===== src/asq_pkg.sv =====
// Constants, types and register map of the acquisition start trigger sequencer.
// Assumes a single 25 MHz clock and a plain register port in the including design.
package asq_pkg;
    localparam int ADDR_W = 4;
    localparam int DATA_W = 32;
    localparam logic [3:0] OFS_CTRL = 4'h0;
    localparam logic [3:0] OFS_FRAMES = 4'h4;
    localparam logic [3:0] OFS_DELAY = 4'h8;
    localparam logic [3:0] OFS_CMD = 4'hC;
    localparam int CTRL_MODE_ON = 0;
    localparam int CTRL_SRC_LO = 1;
    localparam int CTRL_RISING = 3;
    localparam int CTRL_SINGLE = 4;
    localparam int CTRL_SEL_ACQ = 5;
    localparam int CMD_SOFT = 0;
    localparam int CMD_START = 1;
    localparam int CMD_STOP = 2;
    localparam logic [1:0] SRC_SOFT = 2'h0;
    localparam logic [1:0] SRC_LINE1 = 2'h1;
    localparam logic [1:0] SRC_LINE2 = 2'h2;
    localparam logic [5:0] CTRL_RESET = 6'h21;
    localparam logic [7:0] FRAMES_RESET = 8'h01;
    localparam logic [7:0] FRAMES_MIN = 8'h01;
    localparam logic [23:0] DELAY_MAX_US = 24'h989680;
    localparam int CLK_MHZ = 25;
    localparam int NS_PER_US = 1000;
    localparam int CLK_PERIOD_NS = 40;
    localparam int CYC_PER_US = NS_PER_US / CLK_PERIOD_NS;
    typedef enum logic [1:0] {
        ASQ_IDLE = 2'b00,
        ASQ_WAIT_ACQ = 2'b01,
        ASQ_DELAY = 2'b11,
        ASQ_WAIT_FRAME = 2'b10
    } asq_state_t;
    typedef struct packed {
        logic single;
        logic rising;
        logic [1:0] src;
        logic mode_on;
    } asq_cfg_t;
endpackage


===== src/asq_seq.sv =====
// Acquisition start trigger sequencer: gates frame start triggers behind acq start.
// Assumes synchronous line inputs, one clock, register port with one-cycle read latency.
`timescale 1ns/1ps
module asq_seq (
    input wire logic I_MCLK,
    input wire logic I_RESET,
    input wire logic I_CE,
    input wire logic [asq_pkg::ADDR_W-1:0] I_ADDR,
    input wire logic [asq_pkg::DATA_W-1:0] I_WDATA,
    input wire logic I_WR,
    input wire logic I_RD,
    output logic [asq_pkg::DATA_W-1:0] O_RDATA,
    input wire logic I_LINE1,
    input wire logic I_LINE2,
    input wire logic I_FRAME_TRIG,
    output logic O_FRAME_ACCEPT,
    output logic O_WAITING_ACQ,
    output logic O_WAITING_FRAME
);
    asq_pkg::asq_state_t state_reg, state_next;
    logic [5:0] ctrl_reg;
    logic [7:0] frames_reg;
    logic [23:0] delay_reg;
    logic [23:0] us_left_reg;
    logic [4:0] tick_reg;
    logic [7:0] fcnt_reg;
    logic line_prev_reg;
    logic armed_reg;
    logic [asq_pkg::DATA_W-1:0] rdata_reg;
    asq_pkg::asq_cfg_t cfg;
    assign cfg.mode_on = ctrl_reg[asq_pkg::CTRL_MODE_ON];
    assign cfg.src = ctrl_reg[asq_pkg::CTRL_SRC_LO +: 2];
    assign cfg.rising = ctrl_reg[asq_pkg::CTRL_RISING];
    assign cfg.single = ctrl_reg[asq_pkg::CTRL_SINGLE];
    wire sel_acq = ctrl_reg[asq_pkg::CTRL_SEL_ACQ];
    wire wr_ctrl = I_WR && (I_ADDR == asq_pkg::OFS_CTRL);
    wire wr_frames = I_WR && (I_ADDR == asq_pkg::OFS_FRAMES);
    wire wr_delay = I_WR && (I_ADDR == asq_pkg::OFS_DELAY) && sel_acq;
    wire wr_cmd = I_WR && (I_ADDR == asq_pkg::OFS_CMD);
    wire cmd_start = wr_cmd && I_WDATA[asq_pkg::CMD_START];
    wire cmd_stop = wr_cmd && I_WDATA[asq_pkg::CMD_STOP];
    wire soft_trig = wr_cmd && I_WDATA[asq_pkg::CMD_SOFT] && sel_acq && (cfg.src == asq_pkg::SRC_SOFT);
    wire line_sel = (cfg.src == asq_pkg::SRC_LINE2) ? I_LINE2 : I_LINE1;
    wire hw_src = (cfg.src == asq_pkg::SRC_LINE1) || (cfg.src == asq_pkg::SRC_LINE2);
    wire edge_hit = hw_src && (cfg.rising ? (line_sel && !line_prev_reg) : (!line_sel && line_prev_reg));
    wire [7:0] frames_wr = (I_WDATA[7:0] < asq_pkg::FRAMES_MIN) ? asq_pkg::FRAMES_MIN : I_WDATA[7:0];
    wire [23:0] delay_wr = (I_WDATA > 32'(asq_pkg::DELAY_MAX_US)) ? asq_pkg::DELAY_MAX_US : I_WDATA[23:0];
    wire [7:0] target = cfg.single ? asq_pkg::FRAMES_MIN : frames_reg;
    wire frame_ok = (state_reg == asq_pkg::ASQ_WAIT_FRAME) && I_FRAME_TRIG;
    wire last_frame = frame_ok && ((fcnt_reg + 8'h01) >= target);
    wire us_tick = (tick_reg == 5'(asq_pkg::CYC_PER_US - 1));
    wire delay_done = (us_left_reg <= 24'h000001) && us_tick;
    always_comb begin
        state_next = state_reg;
        case (state_reg)
            asq_pkg::ASQ_IDLE: begin
                if (armed_reg) begin
                    state_next = cfg.mode_on ? asq_pkg::ASQ_WAIT_ACQ : asq_pkg::ASQ_WAIT_FRAME;
                end
            end
            asq_pkg::ASQ_WAIT_ACQ: begin
                if (!cfg.mode_on) begin
                    state_next = asq_pkg::ASQ_WAIT_FRAME;
                end else if (soft_trig) begin
                    state_next = asq_pkg::ASQ_WAIT_FRAME;
                end else if (edge_hit) begin
                    state_next = (delay_reg == 24'h000000) ? asq_pkg::ASQ_WAIT_FRAME : asq_pkg::ASQ_DELAY;
                end
            end
            asq_pkg::ASQ_DELAY: begin
                if (!cfg.mode_on || delay_done) begin
                    state_next = asq_pkg::ASQ_WAIT_FRAME;
                end
            end
            asq_pkg::ASQ_WAIT_FRAME: begin
                if (last_frame) begin
                    state_next = cfg.mode_on ? asq_pkg::ASQ_WAIT_ACQ : asq_pkg::ASQ_WAIT_FRAME;
                end
            end
            default: begin
                state_next = asq_pkg::ASQ_IDLE;
            end
        endcase
        if (!armed_reg) begin
            state_next = asq_pkg::ASQ_IDLE;
        end
    end
    wire enter_frame = (state_next == asq_pkg::ASQ_WAIT_FRAME) && (state_reg != asq_pkg::ASQ_WAIT_FRAME);
    wire rearm_frame = last_frame && (state_next == asq_pkg::ASQ_WAIT_FRAME);
    always_ff @(posedge I_MCLK or posedge I_RESET) begin
        if (I_RESET) begin
            state_reg <= asq_pkg::ASQ_IDLE;
            armed_reg <= 1'b0;
            line_prev_reg <= 1'b0;
        end else if (I_CE) begin
            state_reg <= state_next;
            armed_reg <= cmd_start ? 1'b1 : (cmd_stop ? 1'b0 : armed_reg);
            line_prev_reg <= line_sel;
        end
    end
    always_ff @(posedge I_MCLK or posedge I_RESET) begin
        if (I_RESET) begin
            ctrl_reg <= asq_pkg::CTRL_RESET;
            frames_reg <= asq_pkg::FRAMES_RESET;
            delay_reg <= 24'h000000;
        end else if (I_CE) begin
            ctrl_reg <= wr_ctrl ? I_WDATA[5:0] : ctrl_reg;
            frames_reg <= wr_frames ? frames_wr : frames_reg;
            delay_reg <= wr_delay ? delay_wr : delay_reg;
        end
    end
    always_ff @(posedge I_MCLK or posedge I_RESET) begin
        if (I_RESET) begin
            us_left_reg <= 24'h000000;
            tick_reg <= 5'h00;
        end else if (I_CE) begin
            if (state_reg != asq_pkg::ASQ_DELAY) begin
                us_left_reg <= delay_reg;
                tick_reg <= 5'h00;
            end else begin
                tick_reg <= us_tick ? 5'h00 : tick_reg + 5'h01;
                us_left_reg <= us_tick ? us_left_reg - 24'h000001 : us_left_reg;
            end
        end
    end
    always_ff @(posedge I_MCLK or posedge I_RESET) begin
        if (I_RESET) begin
            fcnt_reg <= 8'h00;
        end else if (I_CE) begin
            if (enter_frame || rearm_frame) begin
                fcnt_reg <= 8'h00;
            end else if (frame_ok) begin
                fcnt_reg <= fcnt_reg + 8'h01;
            end
        end
    end
    wire [asq_pkg::DATA_W-1:0] rd_mux =
        (I_ADDR == asq_pkg::OFS_CTRL) ? {26'h0, ctrl_reg} :
        (I_ADDR == asq_pkg::OFS_FRAMES) ? {24'h0, frames_reg} :
        (I_ADDR == asq_pkg::OFS_DELAY) ? {8'h0, delay_reg} :
        (I_ADDR == asq_pkg::OFS_CMD) ? {20'h0, fcnt_reg, 1'b0, armed_reg, state_reg} : 32'h0;
    always_ff @(posedge I_MCLK or posedge I_RESET) begin
        if (I_RESET) begin
            rdata_reg <= 32'h0;
        end else if (I_CE) begin
            rdata_reg <= I_RD ? rd_mux : 32'h0;
        end
    end
    assign O_RDATA = rdata_reg;
    assign O_FRAME_ACCEPT = frame_ok && I_CE;
    assign O_WAITING_ACQ = (state_reg == asq_pkg::ASQ_WAIT_ACQ) || (state_reg == asq_pkg::ASQ_DELAY);
    assign O_WAITING_FRAME = (state_reg == asq_pkg::ASQ_WAIT_FRAME);
endmodule


===== config.mk =====
export PLATFORM = sky130hd
export DESIGN_NAME = asq_seq
export DESIGN_NICKNAME = d
export VERILOG_FILES = /design/src/asq_pkg.sv /design/src/asq_seq.sv
export SDC_FILE = /design/constraint.sdc
export NUM_CORES = 1
export LEC_CHECK = 0
export BUFFER_PORTS_ARGS = -buffer_cell sky130_fd_sc_hd__buf_2
export CAP_MARGIN = 15
export CORE_UTILIZATION = 42
export DETAILED_ROUTE_END_ITERATION = 7
export GPL_TIMING_DRIVEN = 0
export SLEW_MARGIN = 15
export SYNTH_ARGS = -nofsm -noshare
export SYNTH_HDL_FRONTEND = slang
export SYNTH_SLANG_ARGS = --single-unit

===== constraint.sdc =====
create_clock -name I_MCLK -period 4.95 [get_ports I_MCLK]
set_clock_uncertainty 0.15 [all_clocks]
set_input_delay 1.2375 -clock I_MCLK [delete_from_list [all_inputs] [get_ports I_MCLK]]
set_output_delay 1.2375 -clock I_MCLK [all_outputs]
set_load 0.05 [all_outputs]

Yosys cells after proc, flatten, opt, wreduce, memory -nomap -nowiden

Cells that the tools add are included.

Add/sub/neg operators: 3
$lt $le $gt $ge: 4
Equality and inequality tests: 12
Muxes and demuxes: 27
Reduce and logical (&&, ||, !) cells: 39

Operator list:

| operator                                                        | number |
|---|---|
| two-way mux 24 bit                                              | 7 |
| greater-than comparator 32 x 24 -> 1 bit, second input constant | 1 |
| two-way mux 8 bit                                               | 4 |
| less-or-equal comparator 24 x 1 -> 1 bit, second input constant | 1 |
| zero test 24 bit                                                | 1 |
| subtractor 24 x 1 -> 24 bit, second input constant              | 1 |
| logical AND 1 bit                                               | 19 |
| two-way mux 2 bit                                               | 7 |
| two-way mux 12 bit                                              | 1 |
| AND reduction 2 bit                                             | 6 |
| two-way mux 5 bit                                               | 2 |
| adder 8 x 1 -> 8 bit, second input constant                     | 1 |
| == test 2 bit, second input constant                            | 4 |
| == test 4 bit, second input constant                            | 2 |
| >= comparator 8 bit                                             | 1 |
| less-than comparator 8 x 1 -> 1 bit, second input constant      | 1 |
| one-hot mux 2 bit (4 select lines)                              | 1 |
| nonzero test 2 bit                                              | 3 |
| adder 5 x 1 -> 5 bit, second input constant                     | 1 |
| == test 5 bit, second input constant                            | 1 |
| two-way mux 1 bit                                               | 5 |
| == test 2 x 1 -> 1 bit, second input constant                   | 2 |
| == test 4 x 3 -> 1 bit, second input constant                   | 1 |
| zero test 2 bit                                                 | 2 |
| 4 further kinds                                                 | 10 |

Flip-flop bits (word level): 111
Input bits: 44
Word-level logic and storage cells: 95

Logic depth before layout (Yosys ltp)

Gate-level depths: netlist of run 1.

Depth after elaboration: 16
Mapped depth: 12
Mapped depth without buffers: 11

Worst setup path after synthesis of run 1

No wires, ideal clock.

Kind: input port to output port
Start point: in I_FRAME_TRIG
End point: out O_FRAME_ACCEPT
Data arrival time: 2.081 ns
Setup slack: 1.481 ns
Stages on the path: 4
Buffers on the path: 0
Cells stage by stage: inv_1 nor3_1 nand2_1 inv_1

Longest elaborated chain between the ends: 2

RTL lines:

| what              | RTL line       | text |
|---|---|---|
| from (decl)       | asq_seq.sv:15  | `input wire logic I_FRAME_TRIG,` |
| logical AND 1 bit | asq_seq.sv:49  | `wire frame_ok = (state_reg == asq_pkg::ASQ_WAIT_FRAME) && I_FRAME_TRIG;` |
| logical AND 1 bit | asq_seq.sv:150 | `assign O_FRAME_ACCEPT = frame_ok && I_CE;` |
| to (decl)         | asq_seq.sv:16  | `output logic O_FRAME_ACCEPT,` |

Every way passes these cells.

Worst setup path in the final report of run 1

Ends and elaborated chain as after synthesis.

==> results of run 1 <==
## stage by stage
stage / total power, mW / TNS (ps)
after floorplan: 1.328 / 0
after global placement: 1.469 / -38790
after detailed placement: 1.484 / 0
after CTS: 2.263 / 0
after global routing: 2.372 / 0
final: 2.251 / 0
## path summary, 6_finish.rpt
kind | slack [ps] | cells past startpoint | to | start
setup reg to reg | 1850 | 12 | fcnt_reg[7]$_DFFE_PP0P_ | fcnt_reg[2]$_DFFE_PP0P_
setup / recovery | 980 | 6 | O_FRAME_ACCEPT | I_FRAME_TRIG
hold / removal | 340 | 2 | us_left_reg[7]$_DFFE_PP0P_ | us_left_reg[7]$_DFFE_PP0P_
min in group asynchronous | 660 | 2 | O_RDATA[13]$_DFFE_PP0P_ | I_RESET
hold reg to reg | 340 | 2 | us_left_reg[7]$_DFFE_PP0P_ | us_left_reg[7]$_DFFE_PP0P_
max in group asynchronous | 3290 | 3 | ctrl_reg[0]$_DFFE_PP1P_ | I_RESET
## synthesized netlist by cell type, types with 4 or more instances
cell      number  area share, %
nand2b_1       9            1.0
clkbuf_1      22            1.5
xor2_1         6           0.95
o21ai_0       56            5.1
a31oi_1        9            1.0
a32o_1         5           0.91
o22ai_1       16            1.8
xnor2_1        4           0.64
nor4_1        12            1.4
o21a_1         5           0.68
nor2b_1        4           0.45
and3_1         4           0.45
a22o_1        17            2.7
buf_4          9            1.2
o22a_1        11            1.7
mux2_2        11            2.2
nor2_1        52            3.5
nand3_1       12            1.1
ha_1          15            3.4
dfrtp_1      100             45
nor3_1        15            1.4
a21oi_1       40            3.6
nand4_1        6           0.68
inv_1         38            2.6
a22oi_1       13            1.8
nand2_1       51            3.5
## layout make-up
| cell class | instances | area [um2] | share of cell area [%] |
|---|---|---|---|
| multi-input cells | 427 | 2654 | 41.03 |
| flip-flops and latches | 103 | 2581 | 39.91 |
| repair buffers | 71 | 377.9 | 5.843 |
| clock buffers | 12 | 246.5 | 3.811 |
| well taps | 172 | 215.2 | 3.328 |
| plain buffers | 35 | 167.7 | 2.592 |
| inverters | 38 | 147.6 | 2.283 |
| clock inverters | 4 | 77.57 | 1.199 |
## cell usage in the layout (no fill, tap or decap), drive strengths merged, types with 3 or more instances in the layout
master  count
nor2       52
o21a        5
a22oi      13
nand3      14
a21boi      3
nand2b      9
a21oi      40
dfrtp     100
and3        4
o21ai      56
nand4       6
nand2      51
nor3b       3
a32o        5
mux2       11
a31oi       9
inv        39
nor2b       4
buf        84
o22ai      16
xor2        6
nor3       15
ha         15
clkbuf     34
and2        4
xnor2       4
a22o       17
o22a       12
dfstp       3
conb        8
nor4       13
or4         4
## cells by family after synthesis
family / count (synthesis) / share of synthesized area (%)
buffers and inverters: 73 / 5.629
multiplexers: 13 / 2.610
other: 1 / 0.06802
adder cells (fa/ha/maj): 15 / 3.404
AO/OA/AOI/OAI: 191 / 22.33
flip-flops: 103 / 46.82
AND/OR/NAND/NOR: 190 / 17.54
XOR/XNOR: 10 / 1.589
## worst min-delay path, stage by stage, from the launching register on
cell,delay (ps)
dfrtp_1,350
nand2_1,50
o21ai_0,60
## routing by layer
metal / vias up / track usage (%) / share of wire, %
met1: 2455 / 35.03 / 45
met2: 183 / 39.33 / 47
met5: - / 0 / 0
li1: 2334 / - / -
met3: 16 / 5.553 / 6.8
met4: 0 / 6.160 / 1.4
## power groups by stage
stage / Sequential [mW] / Combinational, mW / Clock, mW
after floorplan: 1.00 / 0.328 / 0
after global placement: 1.02 / 0.451 / 0
after detailed placement: 1.02 / 0.462 / 0
after CTS: 1.01 / 0.465 / 0.792
after global routing: 1.02 / 0.524 / 0.828
final: 1.01 / 0.468 / 0.774
==> impl_metrics.env, run 1 <==
export IMPL_status="completed"
export IMPL_initial_utilization_pct=43.33
export IMPL_cp_num_buf_inv=4
export IMPL_grt_pass1_wl_um=25640
export IMPL_synth_cell_area_mm2=0.005513
export IMPL_p_clk_share_pct=34.4
export IMPL_coreArea_mm2=0.01272
export IMPL_vias=4988
export IMPL_rsz0062_at_grt="false"
export IMPL_max_slew_margin_pct=37.46
export IMPL_crit_chain="buf_2 > inv_1 > nor3_1 > nand2_1 > inv_1 > buf_2"
export IMPL_p_sw_share_pct=30.82
export IMPL_setup_violations=0
export IMPL_cap_violations=0
export IMPL_cts_resized=0
export IMPL_max_freq_mhz=251.8
export IMPL_cts_hold_buf=0
export IMPL_avgSynthCellArea_um2=9.250
export IMPL_p_leak_nw=2.919
export IMPL_die_h_um=116.6
export IMPL_cts_sinks=103
export IMPL_hp_class="flip-flop to flip-flop"
export IMPL_chipWidth_um=116.6
export IMPL_power_internal_mw=1.557
export IMPL_viasPerCell=5.787
export IMPL_dr_pass1_iters=5
export IMPL_dieArea_mm2=0.01359
export IMPL_area_growth_pct=17.32
export IMPL_antenna_left=0
export IMPL_drc=0
export IMPL_path_class="primary input to primary output"
export IMPL_core_rowCount=41
export IMPL_globalplace_congestion=0.8670
export IMPL_drive_above_1_share_pct=18.12
export IMPL_synth_edf_count=0
export IMPL_slowest_delay_ps=410
export IMPL_cp_end_kind="primary output"
export IMPL_nets=744
export IMPL_root_buffer="clkbuf_16"
export IMPL_power_density_mw_per_mm2=348.1
export IMPL_vdd_drop_max_uv=223.7
export IMPL_synthCells=596
export IMPL_grt_max_degree=85
export IMPL_cp_max_fo=9
export IMPL_worst_slack_ps=978.3
export IMPL_crit_family="simple AND/OR/NAND/NOR gates"
export IMPL_worstSkewPairLatency_ps=350
export IMPL_num_fill_cells=1232
export IMPL_wire_per_inst_um=18.34
export IMPL_placed_area_mm2=0.006143
export IMPL_clock_path_buffers=2
export IMPL_grt_pass1_vias=4798
export IMPL_grt_total_usage_pct=24.99
export IMPL_synth_async_sr_flop_share_pct=100.0
export IMPL_wl_um=15810
export IMPL_cp_slowest_cell="nor3_1"
export IMPL_dp_hpwl_um=11770
export IMPL_cp_required_ps=3560
export IMPL_path_clk_slew_ps=60
export IMPL_place_port_buffers=70
export IMPL_cts_tree="done"
export IMPL_p_comb_share_pct=20.8
export IMPL_finalCritPeriodShare_pct=80.24
export IMPL_fin_crit_ps=3972
export IMPL_place_ws_ps=1052
export IMPL_synthFlopType="dfrtp_1"
export IMPL_final_util_pct=50.84
export IMPL_synth_warnings=0
export IMPL_worstPathArrival_ps=2580
export IMPL_tightest_slew_ps=925.0
export IMPL_fin_area_mm2=0.006467
export IMPL_synth_cell_type_count=63
export IMPL_h_tree_depth=3
export IMPL_ys_seq_area_share_pct=46.82
export IMPL_diodes=0
export IMPL_antenna_found_initial=0
export IMPL_io_pins=79
export IMPL_seq_power_share_pct=44.8
export IMPL_place_inst=846
export IMPL_critPathLaunchType="primary input"
export IMPL_grt_overflow=0
export IMPL_cts_buffers_inserted=9
export IMPL_slew_violations=0
export IMPL_p_switching_mw=0.6939
export IMPL_post_cts_buffers=0
export IMPL_whs_ps=343.9
export IMPL_stdcell_count=862
export IMPL_hold_violations=0
export IMPL_synth_seq_cells=103
export IMPL_drt_iter0_drc=364
Power figures use the tool's default switching activity.
==> inputs of run 2 (changes only) <==
Settings changed: ABC_AREA from default to 1.
Clock period 4.95 ns to 3.83 ns, I/O delays scaled along.
==> run 2 against run 1 <==
Against the previous run:
- synthesized cell count up 23%
- first-iteration DRC count down 14%
- setup slack worse by 200 ps
- combinational power up 90%
- sequential share of layout area down 2.3 points
- count of clock-buffer cells in the layout down 2
- global-route usage down 1.6 points
- area after synthesis up 7.4%
- sequential power up 45%
- clock power up 21%
- critical endpoint unchanged
- largest cell class unchanged
==> impl_metrics.env, run 2 <==
export IMPL_reg2reg_depth=15
export IMPL_top_layer_used="met4"
export IMPL_viasPerCell=5.315
export IMPL_vdd_drop_max_uv=263.4
export IMPL_io_pins=79
export IMPL_grt_overflow=0
export IMPL_status="completed"
export IMPL_cap_violations=0
export IMPL_finalCritPeriodShare_pct=79.74
export IMPL_hold_violations=0
export IMPL_final_util_pct=49.59
export IMPL_grt_total_usage_pct=23.43
export IMPL_worstReg2RegEnd="fcnt_reg[6]$_DFFE_PP0P_"
export IMPL_synth_seq_cells=103
export IMPL_synth_cell_area_mm2=0.005921
export IMPL_cts_buffers_inserted=9
export IMPL_critPathLaunch="state_reg[1]$_DFFE_PP0P_"
export IMPL_layout_common_cells="nand2_1 (106), dfrtp_1 (100), inv_1 (99)"
export IMPL_p_leak_nw=3.390
export IMPL_diodes=0
export IMPL_worstPathArrival_ps=1950
export IMPL_wl_um=16340
export IMPL_cp_max_fo=10
export IMPL_synth_area_top_cells="dfrtp_1 (42%), nand2_1 (6.7%), inv_1 (6.3%)"
export IMPL_cp_required_ps=2720
export IMPL_yosysMostFrequentCell="nand2_1"
export IMPL_grt_max_degree=54
export IMPL_globalplace_congestion=0.8930
export IMPL_synth_cell_type_count=46
export IMPL_ys_seq_area_share_pct=43.60
export IMPL_area_growth_pct=15.81
export IMPL_synthTopCellsByCount="nand2_1 (106), dfrtp_1 (100), inv_1 (100)"
export IMPL_critPathLaunchType="flip-flop"
export IMPL_power_density_mw_per_mm2=479.1
export IMPL_wire_per_inst_um=16.23
export IMPL_hp_class="flip-flop to flip-flop"
export IMPL_post_cts_buffers=0
export IMPL_worstSkewPairLatency_ps=370
export IMPL_coreArea_mm2=0.01383
export IMPL_max_slew_margin_pct=60.00
export IMPL_met2_length_um=7636
export IMPL_fin_area_mm2=0.006857
export IMPL_chipWidth_um=120.7
export IMPL_wirelength_met1_um=7633
export IMPL_final_common_cell="nand2_1"
export IMPL_dr_pass1_iters=5
export IMPL_initial_utilization_pct=42.82
export IMPL_drive_above_1_share_pct=17.78
export IMPL_fin_crit_ps=3054
export IMPL_max_freq_mhz=327.4
export IMPL_seq_power_share_pct=44.5
export IMPL_netlist_area_leader_share_pct=42.27
export IMPL_cts_tree="done"
export IMPL_place_port_buffers=70
export IMPL_p_comb_share_pct=27.0
export IMPL_p_clk_share_pct=28.5
export IMPL_cts_hold_buf=0
export IMPL_drc=0
export IMPL_worst_slack_ps=776.0
export IMPL_endpoint="O_FRAME_ACCEPT"
export IMPL_clock_path_buffers=2
export IMPL_synth_warnings=0
export IMPL_antenna_found_initial=0
export IMPL_placed_area_mm2=0.006555
export IMPL_synthCells=733
export IMPL_h_tree_depth=3
export IMPL_grt_pass1_wl_um=25880
export IMPL_nets=881
export IMPL_die_h_um=120.7
export IMPL_synth_edf_count=0
export IMPL_place_ws_ps=808.4
export IMPL_dieArea_mm2=0.01458
export IMPL_power_internal_mw=2.044
export IMPL_cts_sinks=103
export IMPL_setup_violations=0
export IMPL_grt_pass1_vias=4889
export IMPL_wl_met3_um=819
export IMPL_regToRegSetupSlack_ps=930
export IMPL_path_class="flip-flop to primary output"
export IMPL_synthFlopType="dfrtp_1"
export IMPL_path_clk_slew_ps=80
export IMPL_cts_resized=0
export IMPL_worstReg2RegStart="fcnt_reg[0]$_DFFE_PP0P_"
export IMPL_dp_hpwl_um=12540
export IMPL_drt_iter0_drc=312
export IMPL_slew_violations=0
export IMPL_core_rowCount=43
export IMPL_root_buffer="clkbuf_16"
export IMPL_synth_top_cell_by_area="dfrtp_1"
export IMPL_avgSynthCellArea_um2=8.077
export IMPL_vias=5352
export IMPL_p_switching_mw=1.241
export IMPL_synth_async_sr_flop_share_pct=100.0
export IMPL_cp_end_kind="primary output"
export IMPL_tightest_slew_ps=600.0
export IMPL_rsz0062_at_grt="false"
export IMPL_antenna_left=0
export IMPL_tns_ps=0
export IMPL_p_sw_share_pct=37.77
## run 2: per-stage QoR
stage | instances | hold WS [ps] | power (mW)
2_1_floorplan | 740 | 302.8 | 2.071
3_3_place_gp | 990 | 309.8 | 2.326
3_5_place_dp | 991 | 320.9 | 2.353
4_1_cts | 1007 | 333.2 | 3.293
5_1_grt | 1007 | 357.3 | 3.462
6_report | 1007 | 334.4 | 3.285
## run 2: area by class of cell
class / instances / area (um2)
well taps: 180 / 225.2
inverters: 108 / 410.4
fillers: 1329 / 6970
clock buffers: 10 / 239.0
plain buffers: 35 / 188.9
multi-input cells: 494 / 2771
clock inverters: 6 / 62.56
flip-flops and latches: 103 / 2581
repair buffers: 71 / 377.9
## run 2: routing by layer
layer | track usage, % | vias to the layer above
met3 | 3.585 | 20
li1 | - | 2623
met5 | 0 | -
met1 | 33.16 | 2550
met2 | 36.89 | 159
met4 | 7.253 | 0
## run 2: logic make-up (layout without fill, tap and decap cells)
kind of cell | after synthesis | in the layout | synth area share [%]
and+or+nand+nor | 282 | 282 | 22.55
buffers and inverters | 143 | 230 | 10.04
other | 1 | 8 | 0.06334
DFF | 103 | 103 | 43.60
adders and majority gates | 15 | 15 | 3.170
xor gates and xnor gates | 21 | 21 | 3.107
AOI/OAI and AO/OA | 168 | 168 | 17.48
## run 2: power by group through the flow
stage / Sequential, mW / Clock, mW / Combinational (mW)
floorplan: 1.43 / 0 / 0.637
global placement: 1.47 / 0 / 0.856
detailed placement: 1.47 / 0 / 0.880
CTS: 1.45 / 0.955 / 0.883
global route: 1.48 / 0.982 / 0.998
finish: 1.46 / 0.937 / 0.887
## run 2: critical path: stages, from the launching register on
cell and delay, ps:
dfrtp_1 390, inv_1 150, nor2_1 230, nand2_1 120, nor2_2 330, buf_2 340
## run 2: worst min path at each step
stage,slack [ps],depth (start not counted),endpoint,start
2_1_floorplan,300,2,frames_reg[0]$_DFFE_PP1P_,frames_reg[0]$_DFFE_PP1P_
3_3_place_gp,310,2,O_RDATA[0]$_DFFE_PP0P_,O_RDATA[0]$_DFFE_PP0P_
3_5_place_dp,320,2,frames_reg[0]$_DFFE_PP1P_,frames_reg[0]$_DFFE_PP1P_
4_1_cts,330,2,frames_reg[0]$_DFFE_PP1P_,frames_reg[0]$_DFFE_PP1P_
5_1_grt,360,1,O_RDATA[19]$_DFFE_PP0P_,O_RDATA[19]$_DFFE_PP0P_
6_report,330,2,frames_reg[0]$_DFFE_PP1P_,frames_reg[0]$_DFFE_PP1P_
